[config.mk]
export PLATFORM = sky130hd
export DESIGN_NAME = sync_clamp_ctl
export DESIGN_NICKNAME = d
export VERILOG_FILES = /design/src/sync_ctl_pkg.sv /design/src/sel_edge.sv /design/src/sync_clamp_ctl.sv
export VERILOG_INCLUDE_DIRS = /design/src
export SDC_FILE = /design/constraint.sdc
export NUM_CORES = 1
export LEC_CHECK = 0
export ABC_AREA = 1
export BUFFER_PORTS_ARGS = -buffer_cell sky130_fd_sc_hd__buf_2
export CAP_MARGIN = 15
export CORE_MARGIN = 8
export CORE_UTILIZATION = 58
export DETAILED_ROUTE_END_ITERATION = 10
export HOLD_SLACK_MARGIN = 0.03
export PLACE_DENSITY_LB_ADDON = 0.2
export SLEW_MARGIN = 30
export SYNTH_ARGS = -nofsm -noshare
export SYNTH_HDL_FRONTEND = slang
export SYNTH_SLANG_ARGS = --single-unit
[constraint.sdc]
create_clock -name mclk -period 3.3 [get_ports mclk]
set_input_delay 0.66 -clock mclk [delete_from_list [all_inputs] [get_ports mclk]]
set_output_delay 0.66 -clock mclk [all_outputs]
set_load 0.005 [all_outputs]
[src/sync_ctl_consts.svh]
// offsets, field positions, reset values and limits of the sync/clamp block
`ifndef SYNC_CTL_CONSTS_SVH
`define SYNC_CTL_CONSTS_SVH

// ------------------------------------------------------------------
// register byte offsets
// ------------------------------------------------------------------
`define OFS_CFG       5'h00
`define OFS_DIV       5'h04
`define OFS_CLDLY     5'h08
`define OFS_CLDUR     5'h0c
`define OFS_PHASE     5'h10
`define OFS_STATUS    5'h14

// ------------------------------------------------------------------
// configuration register fields
// ------------------------------------------------------------------
`define CFG_LSYNC_POL 0
`define CFG_HOLD_POL  1
`define CFG_EXT_GATE  2
`define CFG_GATE_POL  3
`define CFG_ALT_CLK   4

// ------------------------------------------------------------------
// status register fields
// ------------------------------------------------------------------
`define ST_HOLD       0
`define ST_CLAMP      1
`define ST_LSYNC      2
`define ST_SLICER     3

// ------------------------------------------------------------------
// reset values and limits
// ------------------------------------------------------------------
`define CFG_RST       5'h02
`define DIV_RST       8'h04
`define DIV_MIN       8'h02
`define CLDLY_RST     8'h04
`define CLDUR_RST     8'h08
`define PHASE_RST     5'h00

`endif

[src/sync_ctl_pkg.sv]
// types shared by the sync, clock and clamp control block
`default_nettype none
package sync_ctl_pkg;

  typedef enum logic [1:0] {
    CL_IDLE,
    CL_DELAY,
    CL_HOLD
  } clamp_st_t;

  typedef struct packed {
    logic        ack;
    logic [31:0] rdata;
    logic [4:0]  cfg;
    logic [7:0]  div;
    logic [7:0]  cldly;
    logic [7:0]  cldur;
    logic [4:0]  phase;
    logic [7:0]  div_cnt;
    logic [7:0]  ph_cnt;
    clamp_st_t   cst;
    logic [7:0]  ccnt;
    logic        clamp;
    logic        line_ref;
    logic        pix;
    logic        samp;
  } state_t;

endpackage
`default_nettype wire

[src/sel_edge.sv]
// edge finder with selectable active level
`default_nettype none
module sel_edge (
  input  wire logic mclk,     // system clock
  input  wire logic nrst,     // async reset, active low
  input  wire logic ce,       // clock enable
  input  wire logic sig,      // sampled input
  input  wire logic act_high, // 1: rising is leading edge
  output logic      lead,     // leading edge this cycle
  output logic      trail     // trailing edge this cycle
);
  logic prev_q;

  always_ff @(posedge mclk or negedge nrst) begin
    if (!nrst) begin
      prev_q <= 1'b0;
    end else if (ce) begin
      prev_q <= sig;
    end
  end

  always_comb begin
    lead  = ce & (act_high ? (sig & ~prev_q) : (~sig & prev_q));
    trail = ce & (act_high ? (~sig & prev_q) : (sig & ~prev_q));
  end
endmodule
`default_nettype wire

[src/sync_clamp_ctl.sv]
// line sync reference, pixel clock control, clamp gating and sync slicer
//
// Design decisions made here: the Avalon-MM slave port and the register offsets.
`include "sync_ctl_consts.svh"
`default_nettype none
module sync_clamp_ctl (
  input  wire logic        mclk,                  // 40 MHz clock
  input  wire logic        nrst,                  // async reset, low
  input  wire logic        ce,                    // clock enable
  input  wire logic        power_down,            // freezes pixel logic
  input  wire logic [4:0]  avs_address,           // byte address
  input  wire logic        avs_read,              // read request
  input  wire logic        avs_write,             // write request
  input  wire logic [31:0] avs_writedata,         // write data
  output logic      [31:0] avs_readdata,          // read data
  output logic             avs_waitrequest,       // stall
  input  wire logic        line_sync_in,          // line sync
  input  wire logic        pll_hold_in,           // generator hold
  input  wire logic        black_level_gate_in,   // external clamp
  input  wire logic        alt_pixel_clk_in,      // alternate clock
  input  wire logic        sample_clk_invert,     // half-period shift
  input  wire logic        green_sync_slicer_in,  // sliced green sync
  output logic             green_sync_slicer_out, // slicer copy
  output logic             line_ref,              // line start pulse
  output logic             pixel_tick,            // pixel clock pulse
  output logic             sample_strobe,         // sampling pulse
  output logic             clamp_active           // clamp window
);
  import sync_ctl_pkg::*;

  state_t     s_q;
  state_t     s_d;
  logic       run;
  logic       ls_lead;
  logic       ls_trail;
  logic       alt_rise;
  logic       hold_act;
  logic       gate_lvl;
  logic       wrap;
  logic       lock;
  logic       base;
  logic [8:0] tgt_sum;
  logic [7:0] tgt;
  logic       bus_req;

  // ------------------------------------------------------------------
  // edge detection
  // ------------------------------------------------------------------
  sel_edge u_line_edge (
    .mclk     (mclk),
    .nrst     (nrst),
    .ce       (ce),
    .sig      (line_sync_in),
    .act_high (s_q.cfg[`CFG_LSYNC_POL]),
    .lead     (ls_lead),
    .trail    (ls_trail)
  );

  sel_edge u_alt_edge (
    .mclk     (mclk),
    .nrst     (nrst),
    .ce       (ce),
    .sig      (alt_pixel_clk_in),
    .act_high (1'b1),
    .lead     (alt_rise),
    .trail    ()
  );

  // ------------------------------------------------------------------
  // combinational decode
  // ------------------------------------------------------------------
  // comparator path needs no clock, so it lives through power-down
  assign green_sync_slicer_out = green_sync_slicer_in;

  always_comb begin
    run      = ce & ~power_down;
    bus_req  = avs_read | avs_write;
    hold_act = (pll_hold_in == s_q.cfg[`CFG_HOLD_POL]);
    gate_lvl = (black_level_gate_in == s_q.cfg[`CFG_GATE_POL]);
    wrap     = (s_q.div_cnt >= s_q.div - 8'h01);
    lock     = ls_lead & ~hold_act;
    base     = s_q.cfg[`CFG_ALT_CLK] ? alt_rise : (wrap | lock);
    // sampling point: phase step, plus half a period when inverted
    tgt_sum  = {4'h0, s_q.phase}
             + (sample_clk_invert ? {2'h0, s_q.div[7:1]} : 9'h000);
    if (tgt_sum >= {1'b0, s_q.div}) begin
      tgt = 8'(tgt_sum - {1'b0, s_q.div});
    end else begin
      tgt = tgt_sum[7:0];
    end
    avs_waitrequest = bus_req & ~s_q.ack;
    avs_readdata    = s_q.rdata;
    line_ref        = s_q.line_ref;
    pixel_tick      = s_q.pix;
    sample_strobe   = s_q.samp;
    clamp_active    = s_q.clamp;
  end

  // ------------------------------------------------------------------
  // next state
  // ------------------------------------------------------------------
  always_comb begin
    s_d = s_q;
    if (ce) begin
      // one wait state: data is prepared, then presented with ack
      s_d.ack = bus_req & ~s_q.ack;
      if (bus_req && !s_q.ack) begin
        case (avs_address)
          `OFS_CFG:    s_d.rdata = {27'h0, s_q.cfg};
          `OFS_DIV:    s_d.rdata = {24'h0, s_q.div};
          `OFS_CLDLY:  s_d.rdata = {24'h0, s_q.cldly};
          `OFS_CLDUR:  s_d.rdata = {24'h0, s_q.cldur};
          `OFS_PHASE:  s_d.rdata = {27'h0, s_q.phase};
          `OFS_STATUS: s_d.rdata = {28'h0, green_sync_slicer_in,
                                    line_sync_in, s_q.clamp, hold_act};
          default:     s_d.rdata = 32'h0;
        endcase
      end
      if (avs_write && s_q.ack) begin
        case (avs_address)
          `OFS_CFG:   s_d.cfg   = avs_writedata[4:0];
          `OFS_DIV: begin
            // below two the wrap test would stall the generator
            if (avs_writedata[7:0] < `DIV_MIN) begin
              s_d.div = `DIV_MIN;
            end else begin
              s_d.div = avs_writedata[7:0];
            end
          end
          `OFS_CLDLY: s_d.cldly = avs_writedata[7:0];
          `OFS_CLDUR: s_d.cldur = avs_writedata[7:0];
          `OFS_PHASE: s_d.phase = avs_writedata[4:0];
          default: ;
        endcase
      end
    end

    if (run) begin
      // generator: leading edge realigns it, hold lets it free-run
      s_d.div_cnt  = (lock | wrap) ? 8'h00 : s_q.div_cnt + 8'h01;
      s_d.line_ref = ls_lead;
      s_d.pix      = base;
      // phase counter restarts on every pixel, either source
      if (base) begin
        s_d.ph_cnt = 8'h00;
      end else if (s_q.ph_cnt != 8'hff) begin
        s_d.ph_cnt = s_q.ph_cnt + 8'h01;
      end
      s_d.samp = (s_q.ph_cnt == tgt);

      // internal clamp window in pixel ticks
      case (s_q.cst)
        CL_IDLE: ;
        CL_DELAY: begin
          if (base) begin
            s_d.ccnt = s_q.ccnt + 8'h01;
            if (s_q.ccnt + 8'h01 >= s_q.cldly) begin
              s_d.cst  = CL_HOLD;
              s_d.ccnt = 8'h00;
            end
          end
        end
        CL_HOLD: begin
          if (base) begin
            s_d.ccnt = s_q.ccnt + 8'h01;
            if (s_q.ccnt + 8'h01 >= s_q.cldur) begin
              s_d.cst = CL_IDLE;
            end
          end
        end
        default: s_d.cst = CL_IDLE;
      endcase
      if (ls_trail) begin
        s_d.ccnt = 8'h00;
        s_d.cst  = (s_q.cldly == 8'h00) ? CL_HOLD : CL_DELAY;
      end
      if (s_q.cfg[`CFG_EXT_GATE]) begin
        s_d.cst   = CL_IDLE;
        s_d.clamp = gate_lvl;
      end else begin
        s_d.clamp = (s_d.cst == CL_HOLD);
      end
    end else if (ce) begin
      s_d.line_ref = 1'b0;
      s_d.pix      = 1'b0;
      s_d.samp     = 1'b0;
    end
  end

  // ------------------------------------------------------------------
  // state register
  // ------------------------------------------------------------------
  always_ff @(posedge mclk or negedge nrst) begin
    if (!nrst) begin
      s_q          <= '0;
      s_q.cfg      <= `CFG_RST;
      s_q.div      <= `DIV_RST;
      s_q.cldly    <= `CLDLY_RST;
      s_q.cldur    <= `CLDUR_RST;
      s_q.phase    <= `PHASE_RST;
      s_q.cst      <= CL_IDLE;
    end else begin
      s_q <= s_d;
    end
  end
endmodule
`default_nettype wire

==> After elaboration in Yosys (flattened, before gate mapping) <==
Cells that the tools add are included.
{ "word_totals": {"ff_bits": 99, "input_bits": 49, "wordCells": 99} }
{ "classes": {"add_sub_neg": 6, "magnitude_cmp": 5, "n_eq_ne": 15, "muxes": 23, "bitwise": 17, "reduce_logical": 16} }
{ "op_table": {"columns": ["operator", "count"], "rows": [
  ["$mux W10", 5],
  ["$pmux W8 S6", 1],
  ["$mux W8", 5],
  ["$ge A8 B8 Y1", 4],
  ["$add A8 B1 Y8 const B", 3],
  ["$pmux W8 S2", 1],
  ["$reduce_and A3 Y1", 5],
  ["$eq A5 B4 Y1 const B", 2],
  ["$eq A5 B5 Y1 const B", 2],
  ["$and A1 B1 Y1", 9],
  ["$add A5 B7 Y8", 1],
  ["$eq A8 B8 Y1", 1],
  ["$logic_not A8 Y1", 1],
  ["$lt A8 B2 Y1 const B", 1],
  ["$ne A4 B4 Y1 const B", 2],
  ["$ne A8 B8 Y1 const B", 1],
  ["$sub A8 B1 Y8 const B", 1],
  ["$sub A8 B8 Y8", 1],
  ["$mux W7", 1],
  ["$mux W2", 3],
  ["$mux W3", 2],
  ["$not A1 Y1", 6],
  ["$pmux W2 S3", 1],
  ["$eq A5 B3 Y1 const B", 1],
  ["other kinds (13)", 22]
]} }

==> Depth between registers and ports, before layout <==
{ "depth": {"word_depth": 13, "mapped_depth": 24, "depth_no_buf": 23} }

==> Modules after synthesis <==
From an unflattened synthesis, not the netlist that was laid out.
{ "hier_totals": {"cells_unflattened": 756, "area_unflattened_um2": 5670.4} }
{ "modules_own_cells": {"columns": ["module", "instances", "cells_per_inst", "area_each_um2", "seq_area_each_um2"], "rows": [
  ["sync_clamp_ctl", 1, 724, 5495.3, 1831.8],
  ["sel_edge", 2, 16, 87.6, 25.0]
]} }

==> Least setup slack after synthesis <==
No wires, ideal clock.
{ "synth_timing": {"kind": "input to register", "start": "in sample_clk_invert", "end": "reg s_q (netlist bit sample_strobe)", "setup_time_ps": 118, "arrival_time_ps": 3019, "t_required_ps": 3182, "setup_slack_ps": 163, "stages": 21, "path_buffers": 0, "path_cell_list": "nand2_1 -> inv_1 -> ha_1 -> fa_1 -> nand3_1 -> nand2_1 -> xor2_1 -> inv_1 -> ha_1 -> nand2_1 -> nor2_2 -> nand4_1 -> nand3_2 -> inv_1 -> nand2_1 -> o21ai_1 -> or2_0 -> nand3_1 -> nor2_1 -> nand4_1 -> nand2_1"} }
{ "synth_via": {"elab_chain_cells": 6, "elab_cells_between_ends": 7, "cone_classes": "2 x add/sub; 1 x order compare; 1 x eq/ne; 3 x mux"} }
{ "synth_lines": {"columns": ["element", "line", "text"], "rows": [
  ["from (decl)", "sync_clamp_ctl.sv:21", "input wire logic sample_clk_invert,"],
  ["$mux W7 *", "sync_clamp_ctl.sv:85", "+ (sample_clk_invert ? {2'h0, s_q.div[7:1]} : 9'h000);"],
  ["$add A5 B7 Y8 *", "sync_clamp_ctl.sv:85", null],
  ["$sub A8 B8 Y8 or $ge A8 B8 Y1 (tied branches)", "sync_clamp_ctl.sv:87, sync_clamp_ctl.sv:86", null],
  ["$mux W8 *", "sync_clamp_ctl.sv:86", "if (tgt_sum >= {1'b0, s_q.div}) begin"],
  ["$eq A8 B8 Y1 *", "sync_clamp_ctl.sv:149", "s_d.samp = (s_q.ph_cnt == tgt);"],
  ["$mux W3 *", "sync_clamp_ctl.sv:138", "if (run) begin"],
  ["to (decl)", "sync_clamp_ctl.sv:31", "state_t s_q;"]
]} }
Every way passes the cells marked *; elsewhere a longest branch is shown, timed or not.
A chain may end at the register's enable or synchronous reset.

==> Worst setup path after layout <==
Ends and elaborated chain as after synthesis.

==> out/metrics.yaml <==
status: "finished, final reports clean"
leakagePower_nw: 3.444
pwr-share-seq_pct: 32.8
setup_tns_ns: 0
syn-cell-area_mm2: 0.005569
synth_warnings: 0
synth_most_common_cell: "nand2_1"
synth_top_area_cell: "dfrtp_1"
r2r_setup_slack_ns: 0.22
diodes: 0
htreeDepth: 3
worstMarginPinSlew_ns: 0.7074
start_util_pct: 59.99
synth_commonest_cells: "nand2_1 (181), inv_1 (117), dfrtp_1 (71)"
hold_violations: 0
antenna_left: 0
routedWlPerCell_um: 14.65
syn_inst: 745
grt_pass1_wl_mm: 22.41
grt_pass1_vias: 4903
synthArstFlopShare_pct: 100.0
fin_util_pct: 68.75
via_per_inst: 5.294
grt_max_degree: 76
fillers: 819
drtIter0Drc: 406
combPwrFrac_pct: 45.2
rsz0062_at_grt: "yes"
endpoint_kind: "register"
drc: 0
grt_antenna_before_repair: 0
vdd.ir_drop.worst_uv: 242.0
crit_path_max_incr_delay_ns: 0.31
port-buffer-count: 38
maxSlewViolCount: 0
syn2layout_area_growth_pct: 14.60
fin_crit_sh_pct: 93.76
synth_seq_cells: 75
die_y_um: 114.0
die_area_mm2: 0.01299
synth.distinct_cells: 46
dpl.hpwl_mm: 10.81
cts_sinks: 75
core_mm2: 0.009284
synth_top_area_share_pct: 31.90
worst_hold_slack_ns: 0.2966
die_w_um: 114.0
cts_buffers: 9
intPower_mw: 2.066
wl_mm: 13.99
clk_pin_slew_ns: 0.09
holdBufCountCts: 0
cts_max_path_buffers: 2
cap_violations: 0
grt-ovfl-total: 0
io_pins: 87
worstReg2RegEnd: "sample_strobe$_DFFE_PN0P_"
dr.pass1.iters: 5
fin_area_mm2: 0.006382
tritoncts: "yes"
cp_slowest_cell: "ha_1"
layout-drive-gt1-share_pct: 18.16
synth-main-ff-cell: "dfrtp_1"
slew_headroom_pct: 52.84
synth_area_leaders: "dfrtp_1 (32%), nand2_1 (12%), ha_1 (10%)"
period_minus_slack_ns: 3.094
startpoint_type: "primary input"
track_usage_pct: 21.44
reg2reg_from: "s_q[53]$_DFFE_PN1P_"
postPlaceCellArea_mm2: 0.005982
cts-root-buf: "clkbuf_8"
clk_latency_ns: 0.36
worstPathArrival_ns: 3.34
crit_path_max_fanout: 6
p_sw_mw: 1.403
post_synth.cell_area_avg_um2: 7.475
hold_path.class: "primary input to asynchronous set/reset pin"
swShare_pct: 40.44
place_congestion: 0.9801
power_per_cell_area_mw_per_mm2: 543.5
synth-edff-count: 0
fin_nets: 917
power.total_mw: 3.469
finalClockSkew_ns: 0.01088
p_clk_share_pct: 22.0
critical_path_class: "primary input to register"
finalSetupViolCount: 0
crit_chain: "buf_2 > nand2_1 > inv_1 > ha_1 > nand2_1 > nand2_1 > nand2_1 > nand3_2 > xor2_2 > inv_1 > ha_4 > nand2_1 > nor2_2 > nand4_1 > nand3_4 > inv_1 > nand2_1 > o21ai_2 > or2_0 > nand3_1 > nor2_1 > nand4_1 > nand2_1"
crit_required_ns: 3.55
vias: 5056
seq_area_frac_synth_pct: 33.79
critPathMostFrequentCell: "nand2_1"
max_freq_ghz: 0.3232
row_count: 35
r2r_cells: 20
worst max path at each step:
stage,cells past startpoint,startpoint,to,slack [ns]
finish,23,sample_clk_invert,sample_strobe$_DFFE_PN0P_,0.21
global route,19,sample_clk_invert,sample_strobe$_DFFE_PN0P_,-0.04
CTS,18,s_q[53]$_DFFE_PN1P_,sample_strobe$_DFFE_PN0P_,0.05
detailed placement,21,sample_clk_invert,sample_strobe$_DFFE_PN0P_,-0.32
global placement,20,sample_clk_invert,sample_strobe$_DFFE_PN0P_,-0.23
floorplan,21,sample_clk_invert,sample_strobe$_DFFE_PN0P_,0.16
critical path, delay by kind of cell:
kind	cells	cell delay, ns
buffers and inverters	4	0.38
XOR/XNOR	1	0.21
adder cells (fa/ha/maj)	2	0.60
AND/OR/NAND/NOR	15	1.43
AO/OA/AOI/OAI	1	0.06
timing repair:
| item | CTS | global route |
|---|---|---|
| endpoints found under the setup margin | 0 | 11 |
| gates resized for setup | 0 | 22 |
| buffers inserted | 0 | 8 |
per-stage QoR:
step / setup WS (ns) / instances
final: 0.2060 / 955
after floorplan: 0.1628 / 768
after CTS: 0.04585 / 946
after global placement: -0.2323 / 930
after global routing: -0.04399 / 955
after detailed placement: -0.3247 / 930
flip-flops by register name (all words and copies together) (netlist names):
signal              flops
s_q                    61
sample_strobe           1
line_ref                1
avs_readdata            8
u_alt_edge.prev_q       1
clamp_active            1
u_line_edge.prev_q      1
pixel_tick              1
per-layer routing:
layer	up-vias	routed length, µm	GRT usage, %
met5	-	0	0
met4	0	607	10.47
met3	52	705	3.751
met2	147	6846	37.74
met1	2349	5827	24.59
li1	2508	-	-
placed cells by master (no fill, tap or decap), types with 21 or more instances in the layout:
cell type / count
inv_1: 115
ha_1: 39
a21oi_1: 27
xor2_1: 21
o21ai_0: 59
nand2_1: 179
buf_2: 37
nand3_1: 39
nor2_1: 38
conb_1: 24
dfrtp_1: 71
buf_4: 44
logic make-up (layout without fill, tap and decap cells):
group / Yosys count / in the layout / share of synthesized area [%]
AOI/OAI and AO/OA: 120 / 120 / 12.11
xor gates and xnor gates: 27 / 27 / 4.246
adders and majority gates: 47 / 47 / 10.83
buffers and inverters: 161 / 218 / 13.43
DFF: 75 / 75 / 33.79
other: 1 / 24 / 0.06734
and+or+nand+nor: 314 / 315 / 25.52
power groups by stage:
stage          registers [mW]  logic, mW  clock network [mW]
3_3_place_gp             1.15       1.38                   0
2_1_floorplan            1.13       1.06                   0
4_1_cts                  1.14       1.44               0.767
3_5_place_dp             1.16       1.43                   0
6_report                 1.14       1.57               0.763
5_1_grt                  1.15       1.78               0.797
area by class of cell:
cell class | count | area, µm² | share of cell area (%)
clock buffers | 10 | 137.6 | 2.156
clock inverters | 6 | 70.07 | 1.098
inverters | 120 | 450.4 | 7.057
multi-input cells | 533 | 3154 | 49.42
flip-flops and latches | 75 | 1882 | 29.48
well taps | 129 | 161.4 | 2.529
repair buffers | 82 | 526.8 | 8.253
No activity file was read; power rests on OpenSTA's default activity.
